--- src/common/mipe_params.svh ---
// mipe_params.svh - bit positions, widths and encodings for the
// machine interrupt pending/enable block.
// assumes: included by bare name from package and design files.
`ifndef MIPE_PARAMS_SVH
`define MIPE_PARAMS_SVH

// pending / enable / delegation bit positions
`define MIPE_BIT_USOFT 0
`define MIPE_BIT_SSOFT 1
`define MIPE_BIT_MSOFT 3
`define MIPE_BIT_UTIMER 4
`define MIPE_BIT_STIMER 5
`define MIPE_BIT_MTIMER 7
`define MIPE_BIT_UEXT 8
`define MIPE_BIT_SEXT 9
`define MIPE_BIT_MEXT 11
`define MIPE_PLAT_LSB 12

// standard-field mask (bits 11, 9, 8, 7, 5, 4, 3, 1, 0)
`define MIPE_STD_MASK 32'h0000_0BBB
// bits writable through the pending register's control address
`define MIPE_PEND_WMASK 32'h0000_0333
// supervisor and user fields
`define MIPE_S_MASK 32'h0000_0222
`define MIPE_U_MASK 32'h0000_0111
// reset value of stored bits
`define MIPE_RESET_VAL 32'h0000_0000

// register operations on the control port
`define MIPE_OP_SWAP 2'h1
`define MIPE_OP_SET 2'h2
`define MIPE_OP_CLEAR 2'h3

// privilege encodings
`define MIPE_PRIV_U 2'h0
`define MIPE_PRIV_S 2'h1
`define MIPE_PRIV_M 2'h3

`endif

--- src/common/mipe_pkg.sv ---
// mipe_pkg.sv - types for the machine interrupt pending/enable block.
// assumes: mipe_params.svh is on the include path.
`include "mipe_params.svh"

package mipe_pkg;

   // which register the control port addresses
   typedef enum logic [2:0] {
      MIPE_SEL_NONE,
      MIPE_SEL_M_PEND,
      MIPE_SEL_M_EN,
      MIPE_SEL_S_PEND,
      MIPE_SEL_S_EN,
      MIPE_SEL_U_PEND,
      MIPE_SEL_U_EN
   } mipe_sel_t;

   // one control-register access from the pipeline
   typedef struct packed {
      logic valid;
      mipe_sel_t sel;
      logic [1:0] op;
      logic [31:0] wdata;
   } mipe_req_t;

   // hart state that decides global enables
   typedef struct packed {
      logic [1:0] priv;
      logic m_global_ie;
      logic s_global_ie;
      logic u_global_ie;
   } mipe_hart_t;

   // interrupt taken toward the pipeline
   typedef struct packed {
      logic take;
      logic [1:0] target;
      logic [4:0] cause;
   } mipe_take_t;

endpackage

--- src/verilog/mipe_ctrl.sv ---
// mipe_ctrl.sv - per-hart interrupt pending/enable registers and take
// logic.
// Operation
// - pending register writes reach only lower-mode soft, timer, ext bits
// - delegated bits appear in lower-mode views, others read zero
// - pending bits: ext 11/9/8, timer 7/5/4, soft 3/1/0
// - enable register mirrors the pending layout bit for bit
// - machine timer pending is read-only, cleared by compare write
// - supervisor and user timer pending writable by machine software
// - lower soft pending writable at own privilege or by machine software
// - machine soft pending comes from memory-mapped register
// - external enables gate external interrupts per mode
// - supervisor external request is stored bit OR controller signal
// - swap/set/clear reads return stored bit OR controller signal
// - set/clear modify only the stored supervisor external bit
// - user external pending behaves like supervisor external pending
// - non-maskable interrupt has no pending bit
// - unsupported privilege levels have pending and enable tied zero
// - platform interrupt sources only at bit 12 and above
// - take interrupt when pending, enabled and globally enabled
// - undelegated: enabled below machine, or machine with global ie
// - delegated: enabled at that mode with its ie, or lower
// - priority machine level first, then external, software, timer per level; platform last
// - delegation uses pending bit positions
// assumes: pipeline presents one access per cycle on req_i; pin
// inputs are asynchronous; delegation bits come from elsewhere.
`timescale 1ns/1ps
`include "mipe_params.svh"

module mipe_ctrl #(
   parameter bit HAS_S = 1'b1,
   parameter bit HAS_U = 1'b1,
   parameter bit HAS_UINT = 1'b1,
   parameter int PLAT_N = 4
) (
   // clock and reset
   input wire logic clk_sys_i,
   input wire logic resetn_i,
   // control-register port
   input wire mipe_pkg::mipe_req_t req_i,
   output logic [31:0] rdata_o,
   output logic rvalid_o,
   // hart state and delegation
   input wire mipe_pkg::mipe_hart_t hart_i,
   input wire logic [31:0] deleg_s_i,
   input wire logic [31:0] deleg_u_i,
   // interrupt sources (pins)
   input wire logic m_ext_i,
   input wire logic s_ext_i,
   input wire logic u_ext_i,
   input wire logic m_timer_i,
   input wire logic m_soft_i,
   input wire logic [PLAT_N-1:0] plat_irq_i,
   // decision
   output mipe_pkg::mipe_take_t take_o,
   output logic [31:0] pend_o
);

   localparam int NS = 5 + PLAT_N;

   // the platform field must sit between bit 12 and the top of the word
   if (PLAT_N < 1 || PLAT_N > 20) begin : g_plat_chk
      $error("PLAT_N must be 1..20");
   end

   logic [NS-1:0] pin_s;
   logic [31:0] sw_pend_r; // stored software bits
   logic [31:0] en_r;
   logic [31:0] ext_vec, pend_full, wmask_en, wmask_pend;
   logic [31:0] rd_view, rmw_base, deleg_any, newval;
   logic [31:0] plat_vec;
   logic [1:0] tgt;
   logic [4:0] cause;
   logic take;
   logic ready_me;

   // all pin sources pass two flops
   mipe_sync #(.W(NS)) u_sync (
      .clk_sys_i(clk_sys_i),
      .resetn_i(resetn_i),
      .async_i({plat_irq_i, m_soft_i, m_timer_i, u_ext_i, s_ext_i,
                m_ext_i}),
      .sync_o(pin_s)
   );

   // fields tied zero for missing modes
   function automatic logic [31:0] impl_mask();
      logic [31:0] m;
      m = `MIPE_STD_MASK;
      if (!HAS_S) m = m & ~`MIPE_S_MASK;
      if (!HAS_U || !HAS_UINT) m = m & ~`MIPE_U_MASK;
      m = m | (((32'h1 << PLAT_N) - 32'h1) << `MIPE_PLAT_LSB);
      return m;
   endfunction

   // operation result from old value and operand
   function automatic logic [31:0] csr_op(input logic [1:0] op,
                                          input logic [31:0] old,
                                          input logic [31:0] wd);
      unique case (op)
         `MIPE_OP_SET: csr_op = old | wd;
         `MIPE_OP_CLEAR: csr_op = old & ~wd;
         default: csr_op = wd;
      endcase
   endfunction

   // assembled pending value
   always_comb begin
      plat_vec = '0;
      plat_vec[`MIPE_PLAT_LSB +: PLAT_N] = pin_s[5 +: PLAT_N];
      ext_vec = plat_vec;
      ext_vec[`MIPE_BIT_MEXT] = pin_s[0];
      ext_vec[`MIPE_BIT_SEXT] = pin_s[1];
      ext_vec[`MIPE_BIT_UEXT] = pin_s[2];
      ext_vec[`MIPE_BIT_MTIMER] = pin_s[3];
      ext_vec[`MIPE_BIT_MSOFT] = pin_s[4];
      // no non-maskable bit exists; reserved read zero
      pend_full = (sw_pend_r | ext_vec) & impl_mask();
      deleg_any = (deleg_s_i | deleg_u_i) & impl_mask();
   end

   // view, write masks and read-modify-write base per selected register
   always_comb begin
      rd_view = '0;
      rmw_base = '0;
      wmask_en = '0;
      wmask_pend = '0;
      unique case (req_i.sel)
         mipe_pkg::MIPE_SEL_M_PEND: begin
            rd_view = pend_full;
            rmw_base = sw_pend_r;
            wmask_pend = `MIPE_PEND_WMASK;
         end
         mipe_pkg::MIPE_SEL_M_EN: begin
            rd_view = en_r;
            rmw_base = en_r;
            wmask_en = impl_mask();
         end
         mipe_pkg::MIPE_SEL_S_PEND: begin
            rd_view = pend_full & deleg_s_i;
            rmw_base = sw_pend_r & deleg_s_i;
            wmask_pend = `MIPE_S_MASK & `MIPE_PEND_WMASK & deleg_s_i
               & ~(32'h1 << `MIPE_BIT_STIMER) & ~(32'h1 << `MIPE_BIT_SEXT);
         end
         mipe_pkg::MIPE_SEL_S_EN: begin
            rd_view = en_r & deleg_s_i;
            rmw_base = rd_view;
            wmask_en = deleg_s_i;
         end
         mipe_pkg::MIPE_SEL_U_PEND: begin
            rd_view = pend_full & deleg_u_i;
            rmw_base = sw_pend_r & deleg_u_i;
            wmask_pend = (32'h1 << `MIPE_BIT_USOFT) & deleg_u_i;
         end
         mipe_pkg::MIPE_SEL_U_EN: begin
            rd_view = en_r & deleg_u_i;
            rmw_base = rd_view;
            wmask_en = deleg_u_i;
         end
         default: ;
      endcase
      wmask_en = wmask_en & impl_mask();
      wmask_pend = wmask_pend & impl_mask();
      newval = csr_op(req_i.op, rmw_base, req_i.wdata);
   end

   // stored software pending bits
   always_ff @(posedge clk_sys_i or negedge resetn_i) begin
      if (!resetn_i)
         sw_pend_r <= `MIPE_RESET_VAL;
      else if (req_i.valid)
         sw_pend_r <= (sw_pend_r & ~wmask_pend) | (newval & wmask_pend);
   end

   // enable register
   always_ff @(posedge clk_sys_i or negedge resetn_i) begin
      if (!resetn_i)
         en_r <= `MIPE_RESET_VAL;
      else if (req_i.valid)
         en_r <= (en_r & ~wmask_en) | (newval & wmask_en);
   end

   // read data register, one cycle after the access
   always_ff @(posedge clk_sys_i or negedge resetn_i) begin
      if (!resetn_i) begin
         rdata_o <= '0;
         rvalid_o <= 1'b0;
      end else begin
         rdata_o <= req_i.valid ? rd_view : 32'h0;
         rvalid_o <= req_i.valid;
      end
   end

   // global enable for a bit per its delegation target
   function automatic logic glob_en(input logic ds, input logic du);
      logic [1:0] p;
      p = hart_i.priv;
      if (ds)
         glob_en = (p == `MIPE_PRIV_S && hart_i.s_global_ie) ||
                   (p == `MIPE_PRIV_U);
      else if (du)
         glob_en = (p == `MIPE_PRIV_U && hart_i.u_global_ie);
      else
         glob_en = (p != `MIPE_PRIV_M) || hart_i.m_global_ie;
   endfunction

   // target mode of a bit
   function automatic logic [1:0] tgt_of(input logic ds, input logic du);
      tgt_of = ds ? `MIPE_PRIV_S : (du ? `MIPE_PRIV_U : `MIPE_PRIV_M);
   endfunction

   // fixed order: machine first, ext > soft > timer within a level
   localparam logic [4:0] ORDER [9] = '{5'd11, 5'd3, 5'd7, 5'd9, 5'd1,
                                        5'd5, 5'd8, 5'd0, 5'd4};

   // priority pick among ready interrupts
   always_comb begin
      logic [31:0] ready;
      logic [4:0] b;
      ready = pend_full & en_r;
      b = '0;
      take = 1'b0;
      cause = '0;
      tgt = `MIPE_PRIV_M;
      for (int i = PLAT_N - 1; i >= 0; i--) begin
         b = 5'(`MIPE_PLAT_LSB + i);
         if (ready[b] && glob_en(1'b0, 1'b0)) begin
            take = 1'b1;
            cause = b;
         end
      end
      for (int i = 8; i >= 0; i--) begin
         b = ORDER[i];
         if (ready[b] && glob_en(deleg_s_i[b] & deleg_any[b],
                                 ~deleg_s_i[b] & deleg_u_i[b])) begin
            take = 1'b1;
            cause = b;
            tgt = tgt_of(deleg_s_i[b], ~deleg_s_i[b] & deleg_u_i[b]);
         end
      end
   end

   // registered decision and pending snapshot
   always_ff @(posedge clk_sys_i or negedge resetn_i) begin
      if (!resetn_i) begin
         take_o <= '0;
         pend_o <= '0;
      end else begin
         take_o <= '{take: take, target: tgt, cause: cause};
         pend_o <= pend_full;
      end
   end

   // pending write never touches read-only bits
   ro_bits_a: assert property (@(posedge clk_sys_i) disable iff (!resetn_i)
      1'b1 |=> (sw_pend_r & ~`MIPE_PEND_WMASK) == 32'h0)
      else $error("read-only pending bit stored");
   reserved_zero_a: assert property (@(posedge clk_sys_i)
      disable iff (!resetn_i) (en_r & ~impl_mask()) == 32'h0)
      else $error("reserved enable bit set");
   s_view_a: assert property (@(posedge clk_sys_i) disable iff (!resetn_i)
      req_i.valid && req_i.sel == mipe_pkg::MIPE_SEL_S_EN
      |=> (rdata_o & ~$past(deleg_s_i)) == 32'h0)
      else $error("undelegated bit visible");
   sext_read_a: assert property (@(posedge clk_sys_i) disable iff (!resetn_i)
      req_i.valid && req_i.sel == mipe_pkg::MIPE_SEL_M_PEND && HAS_S
      |=> rdata_o[9] == $past(sw_pend_r[9] | pin_s[1]))
      else $error("ext read not ORed");
   sext_rmw_a: assert property (@(posedge clk_sys_i) disable iff (!resetn_i)
      req_i.valid && req_i.sel == mipe_pkg::MIPE_SEL_M_PEND
      && req_i.op == `MIPE_OP_SET && !req_i.wdata[9] && !sw_pend_r[9]
      |=> !sw_pend_r[9])
      else $error("controller signal written back");
   take_gate_a: assert property (@(posedge clk_sys_i) disable iff (!resetn_i)
      take |=> take_o.take && pend_o[take_o.cause])
      else $error("take without pending");
   m_global_a: assert property (@(posedge clk_sys_i) disable iff (!resetn_i)
      hart_i.priv == `MIPE_PRIV_M && !hart_i.m_global_ie && deleg_any == 0
      |=> !take_o.take)
      else $error("machine take while disabled");
   ext_first_a: assert property (@(posedge clk_sys_i) disable iff (!resetn_i)
      take && ready_me && glob_en(1'b0, 1'b0) && !deleg_any[11]
      |-> cause == 5'd11)
      else $error("external not first");
   u_view_a: assert property (@(posedge clk_sys_i) disable iff (!resetn_i)
      req_i.valid && req_i.sel == mipe_pkg::MIPE_SEL_U_PEND
      |=> (rdata_o & ~$past(deleg_u_i)) == 32'h0)
      else $error("undelegated user bit visible");
   en_write_a: assert property (@(posedge clk_sys_i) disable iff (!resetn_i)
      req_i.valid && req_i.sel == mipe_pkg::MIPE_SEL_M_EN
      && req_i.op == `MIPE_OP_SWAP
      |=> en_r == ($past(req_i.wdata) & impl_mask()))
      else $error("enable write not masked");
   plat_mach_a: assert property (@(posedge clk_sys_i) disable iff (!resetn_i)
      take && cause >= 5'd12 |-> tgt == `MIPE_PRIV_M)
      else $error("platform source not machine level");

   // machine external ready, for the priority check
   assign ready_me = pend_full[11] & en_r[11];

   take_c: cover property (@(posedge clk_sys_i) take_o.take);
   deleg_c: cover property (@(posedge clk_sys_i)
      take_o.take && take_o.target == `MIPE_PRIV_S);
   rmw_c: cover property (@(posedge clk_sys_i)
      req_i.valid && req_i.op == `MIPE_OP_CLEAR);
   plat_c: cover property (@(posedge clk_sys_i)
      take_o.take && take_o.cause >= 5'd12);

endmodule // mipe_ctrl

--- src/verilog/mipe_sync.sv ---
// mipe_sync.sv - two-flop level synchroniser bank for pin inputs.
// assumes: single clock, asynchronous active-low reset.
`timescale 1ns/1ps

module mipe_sync #(
   parameter int W = 1
) (
   // clock and reset
   input wire logic clk_sys_i,
   input wire logic resetn_i,
   // levels
   input wire logic [W-1:0] async_i,
   output logic [W-1:0] sync_o
);

   logic [W-1:0] meta_r;

   // first flop feeds only the second
   always_ff @(posedge clk_sys_i or negedge resetn_i) begin
      if (!resetn_i) begin
         meta_r <= '0;
         sync_o <= '0;
      end else begin
         meta_r <= async_i;
         sync_o <= meta_r;
      end
   end

endmodule // mipe_sync

--- config.mk ---
export PLATFORM = sky130hd
export DESIGN_NAME = mipe_ctrl
export DESIGN_NICKNAME = d
export VERILOG_FILES = /design/src/common/mipe_pkg.sv /design/src/verilog/mipe_ctrl.sv /design/src/verilog/mipe_sync.sv
export VERILOG_INCLUDE_DIRS = /design/src /design/src/common
export SDC_FILE = /design/constraint.sdc
export NUM_CORES = 1
export LEC_CHECK = 0
export BUFFER_PORTS_ARGS = -buffer_cell sky130_fd_sc_hd__buf_2
export CAP_MARGIN = 20
export CORE_ASPECT_RATIO = 2
export CORE_MARGIN = 4
export CORE_UTILIZATION = 40
export CTS_CLUSTER_SIZE = 24
export DETAILED_ROUTE_END_ITERATION = 12
export GPL_TIMING_DRIVEN = 0
export PLACE_DENSITY = 0.78
export SLEW_MARGIN = 15
export SYNTH_ARGS = -nofsm -noshare
export SYNTH_HDL_FRONTEND = slang
export SYNTH_SLANG_ARGS = --single-unit
--- constraint.sdc ---
create_clock -name clk_sys_i -period 1.7 [get_ports clk_sys_i]
set_clock_uncertainty 0.15 [all_clocks]
set_input_delay 0.17 -clock clk_sys_i [delete_from_list [all_inputs] [get_ports clk_sys_i]]
set_output_delay 0.17 -clock clk_sys_i [all_outputs]
set_load 0.01 [all_outputs]
# == Yosys cells after proc, flatten, opt, wreduce, memory -nomap -nowiden ==
# Index checks and enable logic that the tools add are counted.
# W data, S select, Z words.
# totals
reg_bits,136
inputBits,118
# classes
n_eq_ne,10
muxes,77
n_bitwise,47
reduce_logical,18
# ops
cell,count
$pmux W32 S6,2
$and A32 B32 Y32,7
$or A32 B32 Y32,3
$and A16 B32 Y32,2
$and A32 B16 Y32,2
$not A16 Y32,2
$pmux W32 S2,1
$mux W2,27
$pmux W16 S3,1
$mux W5,8
$mux W32,1
$not A32 Y32,1
$mux W1,31
$pmux W10 S3,1
$mux W4,5
$and A1 B1 Y1,18
$and A16 B16 Y16,1
$or A16 B16 Y16,1
$logic_and A1 B1 Y1,15
$or A12 B12 Y12,1
$eq A3 B3 Y1 const B,3
$not A1 Y1,9
$eq A3 B2 Y1 const B,2
$eq A2 B2 Y1 const B,2
5 further kinds,6

# == Depth between registers and ports, before layout ==
# Gate-level depths: netlist of the first run.
# logic_depth
depth_word,16
mapped_depth,8
mapped_depth_nobuf,6

# == Cells and area by module ==
# Synthesis of the first run repeated with hierarchy kept, for this count alone.
# hier_totals
cells_unflattened,433
hier_area_um2,4087.7
# by_module_without_submodules
module,instances,cells_per_inst,area_per_inst_um2,seq_area_each_um2
mipe_ctrl,1,415,3637.2,1326.3
mipe_sync,1,18,450.4,450.4

# == Least setup slack after synthesis of the first run ==
# Ideal clock, no wire load.
# synth_path
path_type,input to register
from,in req_i[36] (netlist bit)
to,reg with a tool-made name
t_arrival_ns,1.410
setup_slack_ns,0.016
stages,7
path_cell_list,clkbuf_1 buf_2 a21oi_1 o211ai_1 a21oi_1 mux2_2 mux2_2
# synth_lines
element,line_no,source
start: declaration,mipe_ctrl.sv:40,"input wire mipe_pkg::mipe_req_t req_i,"

==> results of run 1 <==
logic make-up after synthesis:
kind of cell	Yosys count
flip-flops	71
multiplexers	13
AND/OR/NAND/NOR	144
other	1
AO/OA/AOI/OAI	137
buffers and inverters	69
metal layers:
metal | wire length [um] | up-vias | share of wire
met5 | 0 | - | 0
li1 | - | 1859 | -
met1 | 4470 | 1922 | 0.33
met4 | 1020 | 0 | 0.075
met3 | 890 | 70 | 0.066
met2 | 7170 | 242 | 0.53
through the flow:
step | setup slack (ns) | cell area (sq um) | TNS (ns) | hold slack [ns]
3_3_place_gp | -0.438 | 4870 | -12.63 | 0.128
3_5_place_dp | -0.511 | 4900 | -14.44 | -0.0802
2_1_floorplan | 0.0157 | 4240 | 0 | -0.276
4_1_cts | -0.153 | 5470 | -0.296 | 0.0118
5_1_grt | -0.204 | 5650 | -0.883 | 0.0636
6_report | -0.131 | 5650 | -0.420 | 0.0162
power groups by stage:
stage	Combinational (W)	Sequential [W]	Clock (W)
2_1_floorplan	0.000749	0.00216	0
3_3_place_gp	0.00126	0.00213	0
3_5_place_dp	0.00129	0.00214	0
4_1_cts	0.00137	0.00212	0.00195
5_1_grt	0.00166	0.00217	0.00204
6_report	0.00154	0.00214	0.00193
cell usage after synthesis, drive strengths merged, types with 4 or more instances:
library cell / n
nand3: 16
mux2: 11
o211ai: 15
buf: 48
a2bb2oi: 6
inv: 12
dfrtp: 71
nand2b: 11
o21ai: 22
a22o: 7
nor2b: 6
clkbuf: 9
nor2: 35
a22oi: 6
nor3: 8
a31oi: 6
nand2: 44
o31ai: 7
or2: 4
a32oi: 11
a211oi: 7
a21oi: 25
cell type report:
class / instances / area [sq um]
clock inverters: 6 / 66.3
well taps: 135 / 169
multi-input cells: 333 / 2200
plain buffers: 56 / 389
repair buffers: 123 / 759
clock buffers: 10 / 239
fillers: 875 / 4440
inverters: 12 / 45.0
flip-flops and latches: 71 / 1780
worst register-to-register path, delay by kind of cell (launching register included):
| kind | cells | cell delay [ns] |
|---|---|---|
| and+or+nand+nor | 2 | 0.52 |
| AOI/OAI and AO/OA | 4 | 0.64 |
| DFF | 1 | 0.43 |
worst paths after layout:
path,endpoint,slack [ns],cells past startpoint
setup / recovery,take_o[1]$_DFF_PN0_,-0.13,6
min in group asynchronous,pend_o[13]$_DFF_PN0_,0.10,2
hold reg to reg,u_sync.sync_o[5]$_DFF_PN0_,0.20,0
hold / removal,flip-flop,0.02,3
setup reg to reg,take_o[1]$_DFF_PN0_,-0.13,6
max in group asynchronous,asynchronous set/reset pin,0.76,3
what timing repair did:
| item | CTS | global route |
|---|---|---|
| buffers inserted | 0 | 10 |
| gates resized for setup | 22 | 27 |
| endpoints found under the setup margin | 26 | 37 |
| pin swaps | 2 | 11 |
| hold buffers | 18 | 0 |
| endpoints found under the hold margin | 88 | 0 |
==> flow_metrics.py, run 1 <==
metrics = {
    "placement": {
        "port_buffers": 94,
        "dp_hpwl_um": 10200,
        "dp_cells": 703,
        "gp_congestion": 0.937,
    },
    "worst_hold_path": {
        "hold_start": "req_i[5]",
        "hold_class": "in2reg",
    },
    "global_routing": {
        "grt_pass1_wl_um": 20700,
        "antenna_found_initial": 0,
        "grt_pass1_vias": 4328,
        "grtUsageMet3": 0.0417,
        "grtUsageMet2": 0.406,
        "overflow": 0,
        "grt_max_degree": 53,
        "grt-busiest-layer": "met2",
        "use_met1": 0.210,
        "grtUsageTotal": 0.226,
    },
    "route": {
        "vias_per_cell": 5.49,
        "drc_errors": 0,
        "postRouteWirelength_um": 13500,
        "num_vias": 4093,
        "drtAntennaViolNets": 0,
        "dr.pass1.iters": 5,
        "drt-initial-drc-count": 309,
        "wl_per_cell_um": 18.2,
    },
    "final_layout": {
        "postLayoutCoreUtil": 0.560,
        "drive_gt1_frac": 0.375,
        "fin_cells": 746,
        "num-nets-final": 724,
        "final_cell_mix": "buf_2 (98), dfrtp_1 (68), buf_4 (51)",
        "final_common_cell": "buf_2",
        "antenna_cells": 0,
        "syn_to_final_growth_pct": 38.0,
    },
    "worst_setup_path": {
        "crit_family": "compound AO/OA/AOI/OAI gates",
        "cp_num_buf_inv": 0,
        "path_class": "reg2reg",
        "startpoint_type": "flip-flop",
        "slowest_delay_ns": 0.43,
        "path_cells": "nand2_2 > a211oi_4 > a2bb2oi_2 > o211ai_1 > or3b_1 > o2111ai_2",
        "crit_path_end_kind": "flip-flop",
        "crit_fanout": 4,
        "required_ns": 1.80,
        "critPathSlowestCell": "dfrtp_1",
        "worst_ep_arrival_time_ns": 1.93,
    },
    "power_and_ir_drop": {
        "ir_worst_vdd_v": 0.000559,
        "p_leak_nw": 2.74,
        "power.share.clock": 0.344,
        "switchingPower_w": 0.00179,
        "powerDensity_mw_per_mm2": 993,
        "p_total_w": 0.00561,
        "intPower_w": 0.00382,
        "pwr-share-comb": 0.274,
        "switching_share": 0.320,
        "pwr-share-seq": 0.382,
    },
    "synth": {
        "synth_top_family_by_area": "compound AO/OA/AOI/OAI gates",
        "synthMuxAreaShare": 0.0361,
        "ys_ff_latch": 71,
        "ys.flop_type": "dfrtp_1",
        "ys_warn_count": 0,
        "synth_area_leaders": "dfrtp_1 (43%), buf_4 (7.3%), nand2_1 (3.9%)",
        "avgSynthCellArea_sq_um": 9.41,
        "synth_cells": 435,
        "synth_edf_count": 0,
        "synth_compound_area_frac": 0.250,
        "ys_seq_area_frac": 0.434,
        "synth_top_cell_by_area": "dfrtp_1",
        "synthXorXnorAreaFrac": 0,
        "ys_types": 66,
        "synthArstFlopShare": 1.00,
        "synth_top_area_frac": 0.434,
        "synth-simple-area-share": 0.175,
        "synthAdderAreaFrac": 0,
        "syn_area_sq_mm": 0.00409,
    },
    "clock_tree": {
        "clockBufferDepth": 2,
        "cts_max_level": 3,
        "insertion_delay_ns": 0.34,
        "clockRootBuffer": "clkbuf_16",
        "clk_pin_slew_ns": 0.06,
        "cts-buffers-inserted": 9,
        "tritoncts": "yes",
        "clock-sinks": 71,
    },
    "timing": {
        "rsz0062_at_grt": "true",
        "tightest_slew_ns": 0.593,
        "hold_viol_final": 0,
        "min_period_ns": 1.83,
        "finalMaxSlewViolations": 0,
        "fmax_mhz": 546,
        "setup_viol": 5,
        "slew_headroom": 0.603,
        "fin_ws_ns": -0.131,
        "final.period_utilization": 1.08,
    },
    "floorplanning": {
        "die_h_um": 151,
        "core-area_sq_mm": 0.0101,
        "die-area_sq_mm": 0.0120,
        "initial_core_util": 0.406,
        "rows": 52,
        "fp.dieW_um": 79.5,
        "io_pins": 191,
    },
    "run_status": {
        "status": "complete, but fails checks",
        "violations": "setup timing",
    },
    "job": {
        "drv_cap": 0,
    },
}
Power figures use the tool's default switching activity.
==> inputs of run 2 (changes only) <==
--- a/config.mk
+++ b/config.mk
@@ -15,7 +15,8 @@
 export DETAILED_ROUTE_END_ITERATION = 12
 export GPL_TIMING_DRIVEN = 0
 export PLACE_DENSITY = 0.78
-export SLEW_MARGIN = 15
+export RECOVER_POWER = 50
+export SLEW_MARGIN = 25
 export SYNTH_ARGS = -nofsm -noshare
 export SYNTH_HDL_FRONTEND = slang
 export SYNTH_SLANG_ARGS = --single-unit
==> flow_metrics.py, run 2 (synthesis gave the netlist of run 1 again) <==
metrics = {
    "run_status": {
        "status": "complete, but fails checks",
        "violations": "setup timing",
    },
    "timing": {
        "final.period_utilization": 1.08,
        "tightest_slew_ns": 1.16,
        "min_period_ns": 1.83,
        "hold_viol_final": 0,
        "rsz0062_at_grt": "true",
        "fmax_mhz": 546,
        "slew_headroom": 0.229,
        "fin_ws_ns": -0.131,
        "setup_viol": 5,
        "finalMaxSlewViolations": 0,
        "hold_ws_ns": 0.0162,
    },
    "clock_tree": {
        "cts-buffers-inserted": 9,
        "insertion_delay_ns": 0.34,
        "cts_max_level": 3,
        "clockRootBuffer": "clkbuf_16",
        "clk_pin_slew_ns": 0.06,
        "tritoncts": "yes",
        "clock-sinks": 71,
        "clockBufferDepth": 2,
    },
    "floorplanning": {
        "initial_core_util": 0.406,
        "die_h_um": 151,
        "fp.dieW_um": 79.5,
        "rows": 52,
        "core-area_sq_mm": 0.0101,
        "io_pins": 191,
        "die-area_sq_mm": 0.0120,
    },
    "worst_setup_path": {
        "slowest_delay_ns": 0.43,
        "cp_num_buf_inv": 0,
        "startpoint_type": "flip-flop",
        "crit_family": "compound AO/OA/AOI/OAI gates",
        "crit_path_end_kind": "flip-flop",
        "crit_fanout": 4,
        "critPathSlowestCell": "dfrtp_1",
        "worst_ep_arrival_time_ns": 1.93,
        "required_ns": 1.80,
        "path_class": "reg2reg",
        "path_cells": "nand2_2 > a211oi_4 > a2bb2oi_2 > o211ai_1 > or3b_1 > o2111ai_2",
    },
    "final_layout": {
        "num-nets-final": 724,
        "syn_to_final_growth_pct": 37.9,
        "drive_gt1_frac": 0.373,
        "stdcell_area_sq_mm": 0.00565,
        "final_cell_mix": "buf_2 (98), dfrtp_1 (68), buf_4 (50)",
        "final_common_cell": "buf_2",
        "antenna_cells": 0,
        "fin_cells": 746,
        "postLayoutCoreUtil": 0.560,
    },
    "power_and_ir_drop": {
        "p_leak_nw": 2.73,
        "ir_worst_vdd_v": 0.000559,
        "p_total_w": 0.00561,
        "powerDensity_mw_per_mm2": 994,
    },
    "global_routing": {
        "grt_pass1_vias": 4328,
        "grt_pass1_wl_um": 20700,
        "grt_max_degree": 53,
        "overflow": 0,
        "grtUsageTotal": 0.226,
        "antenna_found_initial": 0,
    },
    "placement": {
        "dp_hpwl_um": 10200,
        "port_buffers": 94,
        "dpl_cell_area_sq_mm": 0.00490,
        "gp_congestion": 0.937,
        "dp_cells": 703,
    },
    "route": {
        "drt-initial-drc-count": 309,
        "drtAntennaViolNets": 0,
        "num_vias": 4093,
        "postRouteWirelength_um": 13500,
        "drc_errors": 0,
        "wl_per_cell_um": 18.2,
        "dr.pass1.iters": 5,
        "vias_per_cell": 5.49,
    },
    "job": {
        "drv_cap": 0,
    },
    "worst_hold_path": {
        "hold_class": "in2reg",
    },
}
## run 2: changes by cell type in the layout (fill, tap and decap cells not counted), sizes merged
| cell | before | now |
|---|---|---|
| buf | 153 | 152 |
| clkbuf | 18 | 19 |
## run 2: report_power, final
part	internal (W)	leakage [nW]	total [W]	switching (W)
Sequential	0.00194	0.861	0.00214	0.000199
Combinational	0.000690	1.72	0.00154	0.000845
Clock	0.00118	0.153	0.00193	0.000749
Total	0.00382	2.73	0.00561	0.00179
## run 2: final timing paths
check | slack [ns] | depth (start not counted) | startpoint | end
setup / recovery | -0.13 | 6 | flip-flop | take_o[1]$_DFF_PN0_
hold / removal | 0.02 | 3 | req_i[5] | flip-flop
setup reg to reg | -0.13 | 6 | flip-flop | take_o[1]$_DFF_PN0_
hold reg to reg | 0.20 | 0 | u_sync.meta_r[5]$_DFF_PN0_ | u_sync.sync_o[5]$_DFF_PN0_
max in group asynchronous | 0.14 | 3 | resetn_i | asynchronous set/reset pin
min in group asynchronous | 0.44 | 2 | resetn_i | pend_o[13]$_DFF_PN0_
## run 2: stage by stage
stage / TNS [ns] / setup slack, ns
floorplan: 0 / 0.0157
global placement: -12.63 / -0.438
detailed placement: -14.44 / -0.511
CTS: -0.296 / -0.153
global route: -3.83 / -0.204
finish: -0.420 / -0.131
## run 2: timing repair
item	in CTS	in global routing
setup endpoints to repair	26	37
hold endpoints to repair	88	0
setup buffers	0	10
hold buffers	18	0
pin swaps	2	11
resized for setup	22	27
## run 2: final cells by class
class / instances / area, sq um
Clock inverter: 6 / 66.3
Inverter: 12 / 45.0
Multi-Input combinational cell: 333 / 2200
Fill cell: 875 / 4440
Buffer: 56 / 389
Tap cell: 135 / 169
Sequential cell: 71 / 1780
Timing Repair Buffer: 123 / 756
Clock buffer: 10 / 239
## run 2: tightest hold or removal path: cells and delay by family
family,cells,cell delay (ns)
buf+inv,1,0.09
compound gates,2,0.21
## run 2: layer usage
layer | up-vias | wire, um | global-route usage
met5 | - | 0 | 0
met4 | 0 | 1020 | 0.199
met3 | 70 | 890 | 0.0417
met2 | 242 | 7160 | 0.406
met1 | 1922 | 4470 | 0.210
li1 | 1859 | - | -
==> inputs of run 3 (changes only) <==
--- a/config.mk
+++ b/config.mk
@@ -6,17 +6,19 @@
 export SDC_FILE = /design/constraint.sdc
 export NUM_CORES = 1
 export LEC_CHECK = 0
-export BUFFER_PORTS_ARGS = -buffer_cell sky130_fd_sc_hd__buf_2
 export CAP_MARGIN = 20
 export CORE_ASPECT_RATIO = 2
 export CORE_MARGIN = 4
 export CORE_UTILIZATION = 40
 export CTS_CLUSTER_SIZE = 24
 export DETAILED_ROUTE_END_ITERATION = 12
+export DONT_BUFFER_PORTS = 1
 export GPL_TIMING_DRIVEN = 0
-export PLACE_DENSITY = 0.78
+export PLACE_DENSITY = 0.61
 export RECOVER_POWER = 50
+export REMOVE_ABC_BUFFERS = 1
 export SLEW_MARGIN = 25
 export SYNTH_ARGS = -nofsm -noshare
 export SYNTH_HDL_FRONTEND = slang
+export SYNTH_HIERARCHICAL = 1
 export SYNTH_SLANG_ARGS = --single-unit
==> flow_metrics.py, run 3 <==
metrics = {
    "clock_tree": {
        "clockBufferDepth": 2,
        "cts-buffers-inserted": 9,
        "cts_max_level": 3,
        "clock-sinks": 71,
        "clockRootBuffer": "clkbuf_16",
        "tritoncts": "yes",
        "insertion_delay_ns": 0.34,
        "clk_pin_slew_ns": 0.06,
    },
    "worst_setup_path": {
        "worst_ep_arrival_time_ns": 1.87,
        "crit_path_end_kind": "flip-flop",
        "worstReg2RegEnd": "take_o[5]$_DFF_PN0_",
        "required_ns": 1.79,
        "reg2reg_slack_ns": -0.09,
        "path_class": "reg2reg",
        "crit_fanout": 6,
        "startpoint_type": "flip-flop",
        "r2r_cells": 6,
    },
    "global_routing": {
        "grt_pass1_vias": 3698,
        "grt_max_degree": 72,
        "overflow": 0,
        "antenna_found_initial": 0,
        "grt_pass1_wl_um": 19300,
        "grtUsageTotal": 0.215,
    },
    "route": {
        "met2_wirelength_um": 7100,
        "postRouteWirelength_um": 12800,
        "wl_met1_um": 3940,
        "route.top_layer_used": "met4",
        "wl_per_cell_um": 20.5,
        "num_vias": 3541,
        "drtAntennaViolNets": 0,
        "drc_errors": 0,
        "dr.pass1.iters": 5,
        "vias_per_cell": 5.70,
        "wl_met3_um": 1130,
        "drt-initial-drc-count": 215,
    },
    "synth": {
        "ys_types": 66,
        "synth_common_cells": "dfrtp_1 (71), nand2_1 (49), buf_4 (40)",
        "ys_ff_latch": 71,
        "synth_top_area_frac": 0.435,
        "syn_area_sq_mm": 0.00409,
        "synth_cells": 433,
        "synth_area_leaders": "dfrtp_1 (43%), buf_4 (7.3%), nand2_1 (4.5%)",
        "synth_top_cell_by_area": "dfrtp_1",
        "avgSynthCellArea_sq_um": 9.44,
        "synthArstFlopShare": 1.00,
        "synth_edf_count": 0,
        "ys_warn_count": 6,
        "ys_seq_area_frac": 0.435,
        "synth.most_common_cell": "dfrtp_1",
        "ys.flop_type": "dfrtp_1",
    },
    "final_layout": {
        "final_cell_mix": "dfrtp_1 (66), nand2_1 (45), dlygate4sd3_1 (44)",
        "final_common_cell": "dfrtp_1",
        "fillers": 937,
        "stdcell_area_sq_mm": 0.00503,
        "syn_to_final_growth_pct": 23.0,
        "drive_gt1_frac": 0.181,
        "antenna_cells": 0,
        "num-nets-final": 599,
    },
    "timing": {
        "hold_viol_final": 77,
        "fmax_mhz": 560,
        "hold_ws_ns": -0.623,
        "min_period_ns": 1.79,
        "finalMaxSlewViolations": 0,
        "tightest_slew_ns": 0.814,
        "final.period_utilization": 1.05,
        "rsz0062_at_grt": "true",
        "fin_ws_ns": -0.0867,
        "slew_headroom": 0.453,
        "setup_viol": 2,
    },
    "power_and_ir_drop": {
        "switchingPower_w": 0.00150,
        "p_leak_nw": 2.15,
        "power.share.clock": 0.380,
        "pwr-share-comb": 0.192,
        "powerDensity_mw_per_mm2": 1030,
        "ir_worst_vdd_v": 0.000547,
        "intPower_w": 0.00369,
        "p_total_w": 0.00519,
        "switching_share": 0.290,
        "pwr-share-seq": 0.428,
    },
    "worst_hold_path": {
        "hold_class": "in2async",
    },
    "floorplanning": {
        "core-area_sq_mm": 0.0101,
        "rows": 52,
        "io_pins": 191,
        "initial_core_util": 0.405,
        "die_h_um": 151,
        "fp.dieW_um": 79.5,
        "die-area_sq_mm": 0.0120,
    },
    "placement": {
        "gp_congestion": 0.891,
        "port_buffers": 0,
        "dp_hpwl_um": 8840,
        "dpl_cell_area_sq_mm": 0.00402,
    },
    "run_status": {
        "status": "complete, but fails checks",
        "violations": "hold timing, setup timing",
    },
    "job": {
        "drv_cap": 0,
    },
}
run 3: cell types whose count changed after synthesis, moves of 2 or more:
cell      change
nand2_1       +6
nor3_1        -2
nor2_1        -2
a21oi_1       -4
o21ai_0       +2
o31ai_1       +2
mux2_2        +4
a22o_1        -2
nand2b_1      -2
run 3: worst max-delay path by stage:
stage	end	start	cells after the start
CTS	take_o[5]$_DFF_PN0_	flip-flop	6
finish	take_o[5]$_DFF_PN0_	flip-flop	6
floorplan	take_o[2]$_DFF_PN0_	hart_i[2]	6
global route	take_o[5]$_DFF_PN0_	flip-flop	6
detailed placement	flip-flop	req_i[34]	6
global placement	flip-flop	req_i[34]	6
run 3: per-stage QoR:
| step | hold WS (ns) | utilization | setup WS [ns] | setup TNS [ns] | instances |
|---|---|---|---|---|---|
| finish | -0.623 | 0.499 | -0.0867 | -0.137 | 621 |
| global route | -0.631 | 0.499 | -0.134 | -0.347 | 621 |
| CTS | -0.630 | 0.478 | -0.0844 | -0.395 | 606 |
| detailed placement | -0.273 | 0.399 | -0.628 | -11.84 | 549 |
| global placement | -0.274 | 0.399 | -0.509 | -9.59 | 549 |
| floorplan | -0.276 | - | 0.0217 | 0 | 414 |
run 3: routing by layer:
| layer | vias up | GRT usage |
|---|---|---|
| li1 | 1602 | - |
| met1 | 1721 | 0.195 |
| met2 | 176 | 0.396 |
| met3 | 42 | 0.0625 |
| met4 | 0 | 0.151 |
| met5 | - | 0 |
run 3: kinds of logic (layout without fill, tap and decap cells):
| family | count (synthesis) | in the layout | share of synthesized area |
|---|---|---|---|
| AO/OA/AOI/OAI | 132 | 132 | 0.241 |
| AND/OR/NAND/NOR | 144 | 144 | 0.173 |
| multiplexers | 17 | 17 | 0.0471 |
| flip-flops | 71 | 71 | 0.435 |
| other | 1 | 39 | 0.000917 |
| buffers and inverters | 68 | 83 | 0.103 |
run 3: power by group through the flow:
stage | clock network (W) | logic, W | registers, W
CTS | 0.00200 | 0.000918 | 0.00221
finish | 0.00197 | 0.000996 | 0.00222
floorplan | 0 | 0.000613 | 0.00216
global placement | 0 | 0.000753 | 0.00222
global route | 0.00205 | 0.00110 | 0.00225
detailed placement | 0 | 0.000768 | 0.00223
run 3: final cells by class:
| type | count | area (sq um) | area share |
|---|---|---|---|
| Sequential cell | 71 | 1780 | 0.354 |
| Clock buffer | 12 | 267 | 0.0530 |
| Timing Repair Buffer | 56 | 531 | 0.105 |
| Multi-Input combinational cell | 332 | 2180 | 0.433 |
| Tap cell | 135 | 169 | 0.0336 |
| Clock inverter | 4 | 52.6 | 0.0104 |
| Inverter | 11 | 48.8 | 0.00970 |
run 3: what timing repair did:
| item | CTS | global route |
|---|---|---|
| resized for setup | 19 | 18 |
| buffers inserted | 2 | 10 |
| setup endpoints to repair | 20 | 21 |
| pin swaps | 6 | 6 |
| endpoints found under the hold margin | 114 | 80 |
| hold buffers | 39 | 5 |
run 3: critical path, stage by stage, from the launching register on:
cell and delay, ns:
dfrtp_2 0.43, nand3_4 0.10, a211oi_2 0.30, a211oi_2 0.09
o2111a_1 0.15, a211o_1 0.26, a41oi_2 0.21
